<file path="src/sevr_pkg.sv">
package sevr_pkg;
    localparam int STAT_W = 16;
    localparam int BYTE_W = 8;
    localparam int ERR_W = 16;
    localparam int ERR_DEPTH = 8;
    localparam int ERR_AW = 3;
    localparam logic [15:0] ENA_MASK = 16'h7FFF;
    localparam logic [15:0] ZERO16 = 16'h0000;
    localparam logic [15:0] ONES16 = 16'h7FFF;
    localparam logic [7:0] ZERO8 = 8'h00;
    localparam logic [15:0] NO_ERROR_CODE = 16'h0000;
    localparam int NUM_REG = 3;
    localparam int IDX_OPER = 0;
    localparam int STB_QUE = 2;
    localparam int STB_LAST = 3;
    localparam int STB_ESB = 5;
    localparam int STB_RQS = 6;
    localparam int STB_OPER = 7;
endpackage : sevr_pkg

</file>
<file path="src/sevr_status.sv">
`timescale 1ns/100ps
module sevr_status #(
    parameter int NR = sevr_pkg::NUM_REG, // Number of 16-bit status registers
    parameter int EW = sevr_pkg::ERR_W, // Error code width
    parameter int EAW = sevr_pkg::ERR_AW // Error queue address width
) (
    input wire logic ref_clk, // 40 MHz clock
    input wire logic rst_n, // Async reset, active low
    input wire logic pon_pulse, // Power-on event
    input wire logic pon_clear_flag, // Power-on clear flag
    input wire logic dev_clear, // Device clear (DCL/SDC)
    input wire logic inst_reset, // Instrument reset or system preset
    input wire logic stat_preset, // Status preset
    input wire logic clear_status, // Clear-status command
    input wire logic [NR*16-1:0] cond_in, // Condition inputs, per register
    input wire logic [1:0] reg_sel, // Register selected for access
    input wire logic ena_wr, // Write enable part
    input wire logic ptr_wr, // Write positive filter
    input wire logic ntr_wr, // Write negative filter
    input wire logic [15:0] wr_data, // Write data
    input wire logic evt_rd, // Read event part (clears it)
    input wire logic stb_wr, // Write SRE/ESE/PPE group
    input wire logic [7:0] sre_wr_data, // Service request enable
    input wire logic [7:0] ese_wr_data, // Standard event enable
    input wire logic [7:0] ppe_wr_data, // Parallel poll enable
    input wire logic [7:0] esr_set, // Standard event sources
    input wire logic err_push, // Error condition pulse
    input wire logic [EW-1:0] err_code, // Error code
    input wire logic err_pop, // Read next error
    output logic [15:0] evt_out, // Event read data
    output logic [15:0] cond_out, // Condition read data
    output logic [15:0] ena_out, // Enable read data
    output logic [15:0] ptr_out, // Positive filter read data
    output logic [15:0] ntr_out, // Negative filter read data
    output logic [7:0] esr_out, // Standard event register
    output logic [7:0] stb_out, // Status byte
    output logic [7:0] sre_out, // Service request enable
    output logic [7:0] ese_out, // Standard event enable
    output logic [7:0] ppe_out, // Parallel poll enable
    output logic [EW-1:0] err_out, // Popped error code
    output logic err_valid, // Pulse: err_out updated
    output logic srq_out, // Service request
    output logic buf_flush, // Pulse: clear I/O buffers
    output logic func_reset // Pulse: reset functional settings
);
    localparam int DEPTH = 1 << EAW;
    logic pon_clr, pon_keep;
    logic [NR*16-1:0] cond_sync1, cond_sync2, cond_prev_reg;
    logic [NR*16-1:0] evt_reg, evt_next, ena_reg, ena_next;
    logic [NR*16-1:0] ptr_reg, ptr_next, ntr_reg, ntr_next;
    logic [7:0] esr_reg, esr_next, sre_reg, sre_next, ese_reg, ese_next, ppe_reg, ppe_next;
    logic [EAW-1:0] wp_reg, wp_next, rp_reg, rp_next;
    logic [EAW:0] cnt_reg, cnt_next;
    logic pop_pend_reg, pop_empty_reg;
    logic [EW-1:0] mem_rdata;
    logic q_clear, q_push, q_pop;

    assign pon_clr = pon_pulse & pon_clear_flag;
    assign pon_keep = pon_pulse & ~pon_clear_flag;

    // Condition inputs come from other logic domains
    always_ff @(posedge ref_clk or negedge rst_n) begin
        if (!rst_n) begin
            cond_sync1 <= '0;
            cond_sync2 <= '0;
            cond_prev_reg <= '0;
        end else begin
            cond_sync1 <= cond_in;
            cond_sync2 <= cond_sync1;
            cond_prev_reg <= cond_sync2;
        end
    end

    always_comb begin
        evt_next = evt_reg;
        ena_next = ena_reg;
        ptr_next = ptr_reg;
        ntr_next = ntr_reg;
        for (int r = 0; r < NR; r++) begin
            if (evt_rd && reg_sel == 2'(r)) begin
                evt_next[r*16 +: 16] = sevr_pkg::ZERO16;
            end
            if (ena_wr && reg_sel == 2'(r)) begin
                ena_next[r*16 +: 16] = wr_data & sevr_pkg::ENA_MASK;
            end
            if (ptr_wr && reg_sel == 2'(r)) begin
                ptr_next[r*16 +: 16] = wr_data & sevr_pkg::ENA_MASK;
            end
            if (ntr_wr && reg_sel == 2'(r)) begin
                ntr_next[r*16 +: 16] = wr_data & sevr_pkg::ENA_MASK;
            end
            if (stat_preset) begin
                ena_next[r*16 +: 16] = (r == sevr_pkg::IDX_OPER) ?
                    sevr_pkg::ZERO16 : sevr_pkg::ONES16;
            end
            if (stat_preset || pon_clr) begin
                ptr_next[r*16 +: 16] = sevr_pkg::ONES16;
                ntr_next[r*16 +: 16] = sevr_pkg::ZERO16;
            end
            if (pon_clr) begin
                ena_next[r*16 +: 16] = sevr_pkg::ZERO16;
            end
            if (pon_clr || clear_status) begin
                evt_next[r*16 +: 16] = sevr_pkg::ZERO16;
            end
        end
        // Edge detection after clears so a same-cycle event still lands
        evt_next = evt_next | ((cond_sync2 & ~cond_prev_reg & ptr_reg)
            | (~cond_sync2 & cond_prev_reg & ntr_reg));
    end

    always_comb begin
        esr_next = esr_reg;
        sre_next = sre_reg;
        ese_next = ese_reg;
        ppe_next = ppe_reg;
        if (stb_wr) begin
            sre_next = sre_wr_data;
            ese_next = ese_wr_data;
            ppe_next = ppe_wr_data;
        end
        if (pon_clr || clear_status) begin
            esr_next = sevr_pkg::ZERO8;
        end
        if (pon_clr) begin
            sre_next = sevr_pkg::ZERO8;
            ese_next = sevr_pkg::ZERO8;
            ppe_next = sevr_pkg::ZERO8;
        end
        esr_next = esr_next | esr_set;
    end

    always_ff @(posedge ref_clk or negedge rst_n) begin
        if (!rst_n) begin
            evt_reg <= '0;
            ena_reg <= '0;
            ptr_reg <= {NR{sevr_pkg::ONES16}};
            ntr_reg <= '0;
            esr_reg <= '0;
            sre_reg <= '0;
            ese_reg <= '0;
            ppe_reg <= '0;
        end else begin
            evt_reg <= evt_next;
            ena_reg <= ena_next;
            ptr_reg <= ptr_next;
            ntr_reg <= ntr_next;
            esr_reg <= esr_next;
            sre_reg <= sre_next;
            ese_reg <= ese_next;
            ppe_reg <= ppe_next;
        end
    end

    // Error queue; a full queue drops new entries rather than overwrite old ones
    assign q_clear = pon_pulse | clear_status;
    assign q_push = err_push && (cnt_reg != (EAW+1)'(DEPTH)) && !q_clear;
    assign q_pop = err_pop && (cnt_reg != '0) && !q_clear;

    always_comb begin
        wp_next = wp_reg;
        rp_next = rp_reg;
        cnt_next = cnt_reg;
        if (q_clear) begin
            wp_next = '0;
            rp_next = '0;
            cnt_next = '0;
        end else begin
            if (q_push) begin
                wp_next = wp_reg + 1'b1;
            end
            if (q_pop) begin
                rp_next = rp_reg + 1'b1;
            end
            cnt_next = cnt_reg + (EAW+1)'(q_push) - (EAW+1)'(q_pop);
        end
    end

    sevr_err_mem #(.W(EW), .AW(EAW)) u_mem (
        .ref_clk(ref_clk),
        .we(q_push),
        .waddr(wp_reg),
        .wdata(err_code),
        .raddr(rp_reg),
        .rdata(mem_rdata)
    );

    always_ff @(posedge ref_clk or negedge rst_n) begin
        if (!rst_n) begin
            wp_reg <= '0;
            rp_reg <= '0;
            cnt_reg <= '0;
            pop_pend_reg <= 1'b0;
            pop_empty_reg <= 1'b0;
        end else begin
            wp_reg <= wp_next;
            rp_reg <= rp_next;
            cnt_reg <= cnt_next;
            pop_pend_reg <= err_pop;
            pop_empty_reg <= err_pop && !q_pop;
        end
    end

    // Output registers
    logic [15:0] evt_sel, cond_sel, ena_sel, ptr_sel, ntr_sel;
    logic [7:0] stb_next;
    logic [NR-1:0] summ;
    always_comb begin
        evt_sel = sevr_pkg::ZERO16;
        cond_sel = sevr_pkg::ZERO16;
        ena_sel = sevr_pkg::ZERO16;
        ptr_sel = sevr_pkg::ZERO16;
        ntr_sel = sevr_pkg::ZERO16;
        for (int r = 0; r < NR; r++) begin
            summ[r] = |(evt_reg[r*16 +: 16] & ena_reg[r*16 +: 16]);
            if (reg_sel == 2'(r)) begin
                evt_sel = evt_reg[r*16 +: 16];
                cond_sel = cond_sync2[r*16 +: 16] & sevr_pkg::ENA_MASK;
                ena_sel = ena_reg[r*16 +: 16];
                ptr_sel = ptr_reg[r*16 +: 16];
                ntr_sel = ntr_reg[r*16 +: 16];
            end
        end
        stb_next = sevr_pkg::ZERO8;
        stb_next[sevr_pkg::STB_QUE] = (cnt_reg != '0);
        stb_next[sevr_pkg::STB_LAST] = summ[NR-1];
        stb_next[sevr_pkg::STB_ESB] = |(esr_reg & ese_reg);
        stb_next[sevr_pkg::STB_OPER] = summ[sevr_pkg::IDX_OPER];
        stb_next[sevr_pkg::STB_RQS] = |(stb_next & sre_reg);
    end

    always_ff @(posedge ref_clk or negedge rst_n) begin
        if (!rst_n) begin
            evt_out <= '0;
            cond_out <= '0;
            ena_out <= '0;
            ptr_out <= '0;
            ntr_out <= '0;
            esr_out <= '0;
            stb_out <= '0;
            sre_out <= '0;
            ese_out <= '0;
            ppe_out <= '0;
            err_out <= '0;
            err_valid <= 1'b0;
            srq_out <= 1'b0;
            buf_flush <= 1'b0;
            func_reset <= 1'b0;
        end else begin
            evt_out <= evt_sel;
            cond_out <= cond_sel;
            ena_out <= ena_sel;
            ptr_out <= ptr_sel;
            ntr_out <= ntr_sel;
            esr_out <= esr_reg;
            stb_out <= stb_next;
            sre_out <= sre_reg;
            ese_out <= ese_reg;
            ppe_out <= ppe_reg;
            // Popped code stands until the next pop instead of tracking the memory
            err_out <= !pop_pend_reg ? err_out
                : (pop_empty_reg ? sevr_pkg::NO_ERROR_CODE : mem_rdata);
            err_valid <= pop_pend_reg;
            srq_out <= stb_next[sevr_pkg::STB_RQS];
            buf_flush <= pon_pulse | dev_clear;
            func_reset <= inst_reset;
        end
    end

    AST_PTR_EVENT: assert property (@(posedge ref_clk) disable iff (!rst_n)
        (cond_sync2[0] && !cond_prev_reg[0] && ptr_reg[0]) |=> evt_reg[0])
        else $error("rising edge lost");
    AST_NTR_EVENT: assert property (@(posedge ref_clk) disable iff (!rst_n)
        (!cond_sync2[0] && cond_prev_reg[0] && ntr_reg[0]) |=> evt_reg[0])
        else $error("falling edge lost");
    AST_NO_FILTER: assert property (@(posedge ref_clk) disable iff (!rst_n)
        (!evt_reg[0] && !ptr_reg[0] && !ntr_reg[0]) |=> !evt_reg[0])
        else $error("event set with filters off");
    AST_STICKY: assert property (@(posedge ref_clk) disable iff (!rst_n)
        (evt_reg[1] && !evt_rd && !clear_status && !pon_clr) |=> evt_reg[1])
        else $error("event bit dropped");
    AST_RD_CLEAR: assert property (@(posedge ref_clk) disable iff (!rst_n)
        (evt_rd && reg_sel == 2'd0 && cond_sync2 == cond_prev_reg)
        |=> evt_reg[15:0] == 16'h0000)
        else $error("event not cleared by read");
    AST_ENA_MSB: assert property (@(posedge ref_clk) disable iff (!rst_n)
        !ena_reg[15] && !ptr_reg[15] && !ntr_reg[15])
        else $error("msb set");
    AST_PRESET: assert property (@(posedge ref_clk) disable iff (!rst_n)
        (stat_preset && !ena_wr && !pon_clr) |=> ena_reg[15:0] == 16'h0000
        && ena_reg[31:16] == 16'h7FFF)
        else $error("preset enable wrong");
    AST_EMPTY_POP: assert property (@(posedge ref_clk) disable iff (!rst_n)
        (err_pop && cnt_reg == '0) |-> ##2 (err_valid && err_out == 16'h0000))
        else $error("empty pop not zero");
    AST_CLS_QUEUE: assert property (@(posedge ref_clk) disable iff (!rst_n)
        clear_status |=> cnt_reg == '0)
        else $error("queue not cleared");
    AST_DCL_KEEP: assert property (@(posedge ref_clk) disable iff (!rst_n)
        (dev_clear && !pon_pulse && !clear_status && !err_pop)
        |=> cnt_reg >= $past(cnt_reg))
        else $error("device clear touched queue");
endmodule : sevr_status

</file>
<file path="src/sevr_err_mem.sv">
`timescale 1ns/100ps
module sevr_err_mem #(
    parameter int W = 16, // Entry width
    parameter int AW = 3 // Address width
) (
    input wire logic ref_clk, // Clock
    input wire logic we, // Write strobe
    input wire logic [AW-1:0] waddr, // Write address
    input wire logic [W-1:0] wdata, // Write data
    input wire logic [AW-1:0] raddr, // Read address
    output logic [W-1:0] rdata // Registered read data
);
    logic [W-1:0] mem [0:(1<<AW)-1];
    always_ff @(posedge ref_clk) begin
        if (we) begin
            mem[waddr] <= wdata;
        end
        rdata <= mem[raddr];
    end
endmodule : sevr_err_mem

</file>
<file path="config.mk">
export PLATFORM = sky130hd
export DESIGN_NAME = sevr_status
export DESIGN_NICKNAME = d
export VERILOG_FILES = /design/src/sevr_pkg.sv /design/src/sevr_status.sv /design/src/sevr_err_mem.sv
export SDC_FILE = /design/constraint.sdc
export NUM_CORES = 1
export LEC_CHECK = 0
export ABC_CLOCK_PERIOD_IN_PS = 3200
export BUFFER_PORTS_ARGS = -buffer_cell sky130_fd_sc_hd__buf_2
export CORE_MARGIN = 4
export CORE_UTILIZATION = 58
export CTS_CLUSTER_DIAMETER = 80
export DETAILED_ROUTE_END_ITERATION = 10
export PLACE_DENSITY_LB_ADDON = 0.1
export SLEW_MARGIN = 20
export SYNTH_ARGS = -nofsm -noshare
export SYNTH_HDL_FRONTEND = slang
export SYNTH_HIERARCHICAL = 1
export SYNTH_SLANG_ARGS = --single-unit
</file>
<file path="constraint.sdc">
create_clock -name ref_clk -period 3.2 [get_ports ref_clk]
set_clock_uncertainty 0.05 [all_clocks]
set_input_delay 0.16 -clock ref_clk [delete_from_list [all_inputs] [get_ports ref_clk]]
set_output_delay 0.16 -clock ref_clk [all_outputs]
set_load 0.005 [all_outputs]
</file>
# Word-level counts from Yosys, hierarchy flattened
# Memories as Yosys holds them, arrays and structs flattened. A register that Yosys moved wholly into a read port is not among the register bits.
# Cells that the tools add are included.
[word_totals]
ram_bits = 128
elab_cells = 157
ff_bits = 517
mem_count = 1
[memory_table]
columns = ["memory", "words", "width", "rd", "rd_ports_with_merged_regs", "write_ports", "line_no", "text"]
rows = [
  ["u_mem.mem", 8, 16, 1, 1, 1, "sevr_err_mem.sv:13", "logic [W-1:0] mem [0:(1<<AW)-1];"],
]
[classes]
n_reduce_logical = 39
n_eq_ne = 3
mux = 57
bitwise_logic = 16
n_addsub = 4
[op_table]
columns = ["cell", "count"]
rows = [
  ["$mux W16", 42],
  ["$and A48 B48 Y48", 4],
  ["$not A48 Y48", 2],
  ["$or A48 B48 Y48", 2],
  ["$mux W8", 7],
  ["$and A16 B16 Y16", 2],
  ["$reduce_or A16 Y1", 2],
  ["$reduce_bool A2 Y1", 9],
  ["$logic_and A1 B1 Y1", 17],
  ["$and A8 B8 Y8", 2],
  ["$reduce_or A8 Y1", 2],
  ["$mux W15", 1],
  ["$mux W3", 4],
  ["$reduce_bool A3 Y1", 3],
  ["$or A8 B8 Y8", 1],
  ["$add A3 B1 Y3 const B", 2],
  ["$add A4 B1 Y4", 1],
  ["$mux W4", 1],
  ["$ne A4 B4 Y1 const B", 1],
  ["$reduce_bool A4 Y1", 1],
  ["$sub A4 B1 Y4", 1],
  ["$eq A2 B1 Y1 const B", 1],
  ["$eq A2 B2 Y1 const B", 1],
  ["$logic_not A1 Y1", 2],
  ["5 further kinds", 8],
]

# Depth between registers and ports, before layout
[logic_depth]
word_depth = 6
ltp_mapped = 13
depth_no_buf = 12

# Modules after synthesis
# Netlist, hierarchy kept.
[modules_own_cells]
columns = ["module", "area_per_inst_um2", "cells_each", "instances", "seq_area_each_um2"]
rows = [
  ["sevr_status", 18539.0, 1586, 1, 12343.1],
  ["sevr_err_mem", 5293.8, 214, 1, 4164.0],
]

# Worst setup path after synthesis
# Ideal clock, no wire load.
[synth_path]
path_kind = "register -> register"
startpoint = "register cnt_reg[2]"
endpoint = "memory u_mem.mem[0][0], enable pin"
arrival_ns = 2.297
setup_ns = 0.409
synth_period_minus_slack_ns = 2.756
setup_slack_ns = 0.444
n_path_buf = 0
stages_incl_launch_ff = 9
cell_sequence = "dfrtp_1 > inv_1 > ha_1 > inv_1 > o31ai_1 > or2_2 > inv_1 > nand2b_1 > nor3_1"
[synth_via]
elab_chain_cells = 5
[synth_lines]
columns = ["element", "line_no", "text"]
rows = [
  ["start: declaration", "sevr_status.sv:53", "logic [EAW:0] cnt_reg, cnt_next;"],
  ["start signal: assignment", "sevr_status.sv:198", "cnt_reg <= cnt_next;"],
  ["$ne A4 B4 Y1", "sevr_status.sv:157", "assign q_push = err_push && (cnt_reg != (EAW+1)'(DEPTH)) && !q_clear;"],
  ["$logic_and A1 B1 Y1 (2 in a row)", "sevr_status.sv:157", ""],
  ["named net q_push", "sevr_status.sv:56", "logic q_clear, q_push, q_pop;"],
  ["$mux W1", "sevr_err_mem.sv:15", "if (we) begin"],
  ["$mux W1 (implied by the code)", "sevr_err_mem.sv:16", "mem[waddr] <= wdata;"],
  ["end: declaration", "sevr_err_mem.sv:13", ""],
]
# The timed path passes the listed nets, and every way through them passes these cells.

# Final worst setup path
[layout_path]
startpoint = "register cnt_reg[2]"
endpoint = "register cnt_reg[3]"
[layout_via]
elab_chain_cells = 6
[layout_lines]
columns = ["element", "line_no", "text"]
rows = [
  ["$ne A4 B4 Y1", "sevr_status.sv:157", ""],
  ["$logic_and A1 B1 Y1 (2 in a row)", "sevr_status.sv:157", ""],
  ["$add A4 B1 Y4", "sevr_status.sv:175", "cnt_next = cnt_reg + (EAW+1)'(q_push) - (EAW+1)'(q_pop);"],
  ["$sub A4 B1 Y4 *", "sevr_status.sv:175", ""],
  ["$mux W4 *", "sevr_status.sv:164", "if (q_clear) begin"],
  ["named net cnt_next[3]", "sevr_status.sv:53", ""],
]
# The timed path passes the listed nets; every way through them passes the cells marked *.
# A chain may end at the register's enable or synchronous reset.

==> flow_summary.json <==
{
  "final_common_cell": "dfrtp_1",
  "antenna_found_initial": 1,
  "overflow": 0,
  "clockBufferDepth": 3,
  "r2r-end": "cnt_reg[3]",
  "row_count": 73,
  "post_cts_buffers": 0,
  "period_needed_ns": 2.48,
  "cts_tree": "done",
  "largest_reg_flops": 128,
  "cp_slowest_stage_delay_ns": 0.43,
  "dieArea_um2": 44400,
  "ys_seq_area_share_pct": 69.3,
  "place.gp.congestion": 0.858,
  "synthCells": 1800,
  "drive_gt1_share_pct": 22.0,
  "clkSinkCount": 635,
  "worstMarginPinSlew_ns": 1.12,
  "hold_start": "pon_pulse",
  "ioPinCount": 269,
  "setup_tns_ns": 0,
  "reg2reg_from": "cnt_reg[2]",
  "worstPathMaxFanout": 3,
  "fin_util_pct": 71.9,
  "holdCritPathClass": "primary input to flop",
  "dieWidth_um": 211,
  "grt_pass1_wl_um": 93500,
  "grt_usage_pct": 27.3,
  "ff2ff_path_depth": 12,
  "slew_headroom_pct": 25.2,
  "wl_per_cell_um": 22.1,
  "layout.nets": 2303,
  "crit_type": "flop to flop",
  "rsz0062_at_grt": "no",
  "clockPowerShare_pct": 42.6,
  "synth_top_area_share_pct": 46.8,
  "reg2reg_slack_ns": 0.72,
  "p_int_w": 0.0138,
  "seqCellArea_um2": 16500,
  "yosys.area.top_type": "dfrtp_1",
  "io_buffers": 257,
  "layout_common_cells": "446 x dfrtp_1, 346 x nand2_1, 255 x buf_2",
  "max_freq_mhz": 403,
  "synth_edf_count": 128,
  "cp_cell_sequence": "inv_1 -> ha_1 -> inv_1 -> o31ai_1 -> or2_2 -> ha_1 -> inv_1 -> ha_1 -> a21o_1 -> a21oi_1 -> xnor2_1 -> nor2_1",
  "cts_max_level": 3,
  "hpwl_um": 37300,
  "synth_seq_cells": 635,
  "viasPerCell": 5.70,
  "whs_path_depth": 3,
  "post_cts_resized": 0,
  "netlist_area_um2": 23800,
  "grt_max_degree": 102,
  "powerDensity_nw_per_um2": 620,
  "vdd_drop_max_mv": 0.462,
  "via_count": 15600,
  "cts-buffers-inserted": 66,
  "outcome": "finished clean",
  "syn_avg_cell_area_um2": 13.2,
  "p_switching_w": 0.00407,
  "p_comb_share_pct": 7.3,
  "ctsHoldBuffers": 114,
  "multi_input_area_um2": 6650,
  "drc": 0,
  "drt_wl_total_um": 60500,
  "crit_required_ns": 3.60,
  "leakage_nw": 12.8,
  "setup_viol": 0,
  "clock-root-buffer": "clkbuf_16",
  "async_flop_share_pct": 77.3,
  "whs_endpoint": "cnt_reg[1]",
  "core_area_um2": 40200,
  "dr.pass1.iters": 5,
  "ant_nets": 0,
  "cap_viol_max_count": 0,
  "largest-register": "u_mem/mem",
  "grt_pass1_vias": 16200,
  "cp_slowest_cell": "o31ai_1",
  "area_delta_synth_final_pct": 21.2,
  "fin_crit_sh_pct": 77.5,
  "initial_core_util_pct": 59.3,
  "clk_pin_slew_worst_paths_ns": 0.06,
  "hold_violations": 0,
  "switching_share_pct": 22.7,
  "synth_flop_cell": "dfrtp_1",
  "slew_violations": 0,
  "synth.area.top_cells": "dfrtp_1 47%, edfxtp_1 16%, nand2_1 5.4%",
  "die_h_um": 211,
  "drtIter0Drc": 1547,
  "synth_warnings": 6,
  "p_seq_share_pct": 50.1,
  "fillCellCount": 2655,
  "worstSkewPairLatency_ns": 0.58,
  "end_kind": "flop",
  "synth_cell_type_count": 52,
  "critical_path.startpoint_type": "flop",
  "worst_ep_arrival_time_ns": 2.88
}
metal layers:
metal	up-vias	GRT usage (%)	routed length, um
met3	123	5.03	4220
li1	6975	-	-
met5	-	0	0
met2	599	44.2	29600
met1	7947	37.7	24600
met4	0	10.1	2110
per-stage QoR:
| step | area (um2) | hold WS (ns) | total power [W] | worst slack, ns | instances |
|---|---|---|---|---|---|
| floorplan | 23900 | -0.186 | 0.00963 | 0.444 | 1807 |
| global placement | 25600 | 0.210 | 0.0103 | 0.745 | 2508 |
| detailed placement | 25600 | 0.219 | 0.0103 | 0.727 | 2508 |
| CTS | 28900 | 0.0112 | 0.0180 | 0.685 | 2742 |
| global route | 28900 | 0.0432 | 0.0185 | 0.541 | 2743 |
| finish | 28900 | 0.0423 | 0.0179 | 0.720 | 2744 |
final cells by class:
type                            count  share of cell area (%)
Clock buffer                      101                    6.82
Timing Repair Buffer              407                    9.64
Inverter                           25                   0.325
Antenna cell                        2                  0.0173
Tap cell                          525                    2.27
Sequential cell                   635                    57.2
Multi-Input combinational cell   1030                    23.0
Clock inverter                     19                   0.728
cell families (layout without fill, tap and decap cells):
logic type / count (synthesis) / in the layout / share of synthesized area, %
DFF: 635 / 635 / 69.3
AOI/OAI and AO/OA: 229 / 229 / 5.67
and+or+nand+nor: 600 / 600 / 11.3
muxes: 178 / 178 / 10.0
other: 1 / 10 / 0.0157
xor gates and xnor gates: 6 / 6 / 0.220
adders and majority gates: 9 / 9 / 0.504
buffers and inverters: 142 / 552 / 3.03
how the worst max path moves through the flow:
stage / slack [ns] / endpoint / cells past startpoint / from
floorplan: 0.44 / u_mem/mem[0][0] / 8 / cnt_reg[2]
global placement: 0.75 / cnt_reg[2] / 11 / cnt_reg[2]
detailed placement: 0.73 / cnt_reg[2] / 11 / cnt_reg[2]
CTS: 0.68 / cnt_reg[1] / 11 / cnt_reg[2]
global route: 0.54 / cnt_reg[2] / 11 / cnt_reg[2]
finish: 0.72 / cnt_reg[3] / 12 / cnt_reg[2]
worst max-delay path: cells and delay by family, from the launching register on:
family	cells	cell delay [ns]
and+or+nand+nor	2	0.27
DFF	1	0.36
adders and majority gates	3	0.57
buffers and inverters	3	0.21
xor gates and xnor gates	1	0.14
AOI/OAI and AO/OA	3	0.75
power groups by stage:
stage / clock network, W / logic [W] / registers [W]
2_1_floorplan: 0 / 0.000599 / 0.00903
3_5_place_dp: 0 / 0.00120 / 0.00911
5_1_grt: 0.00810 / 0.00144 / 0.00901
3_3_place_gp: 0 / 0.00117 / 0.00909
6_report: 0.00761 / 0.00131 / 0.00897
4_1_cts: 0.00776 / 0.00131 / 0.00897
synth_stat cells, drive strengths merged, types with 3 or more instances:
library cell  instances
dfrtp               446
nand2               348
edfxtp              128
mux2i               100
nand3                92
o21ai                91
buf                  84
nor2                 73
a21oi                62
nand3b               61
mux2                 46
dfstp                45
o211ai               45
clkbuf               33
mux4                 32
inv                  25
dfxtp                16
a22oi                12
a21o                  9
and2                  8
ha                    8
or2                   4
xor2                  4
a22o                  3
nand2b                3
nand4                 3
(Power assumes the default switching activity.)
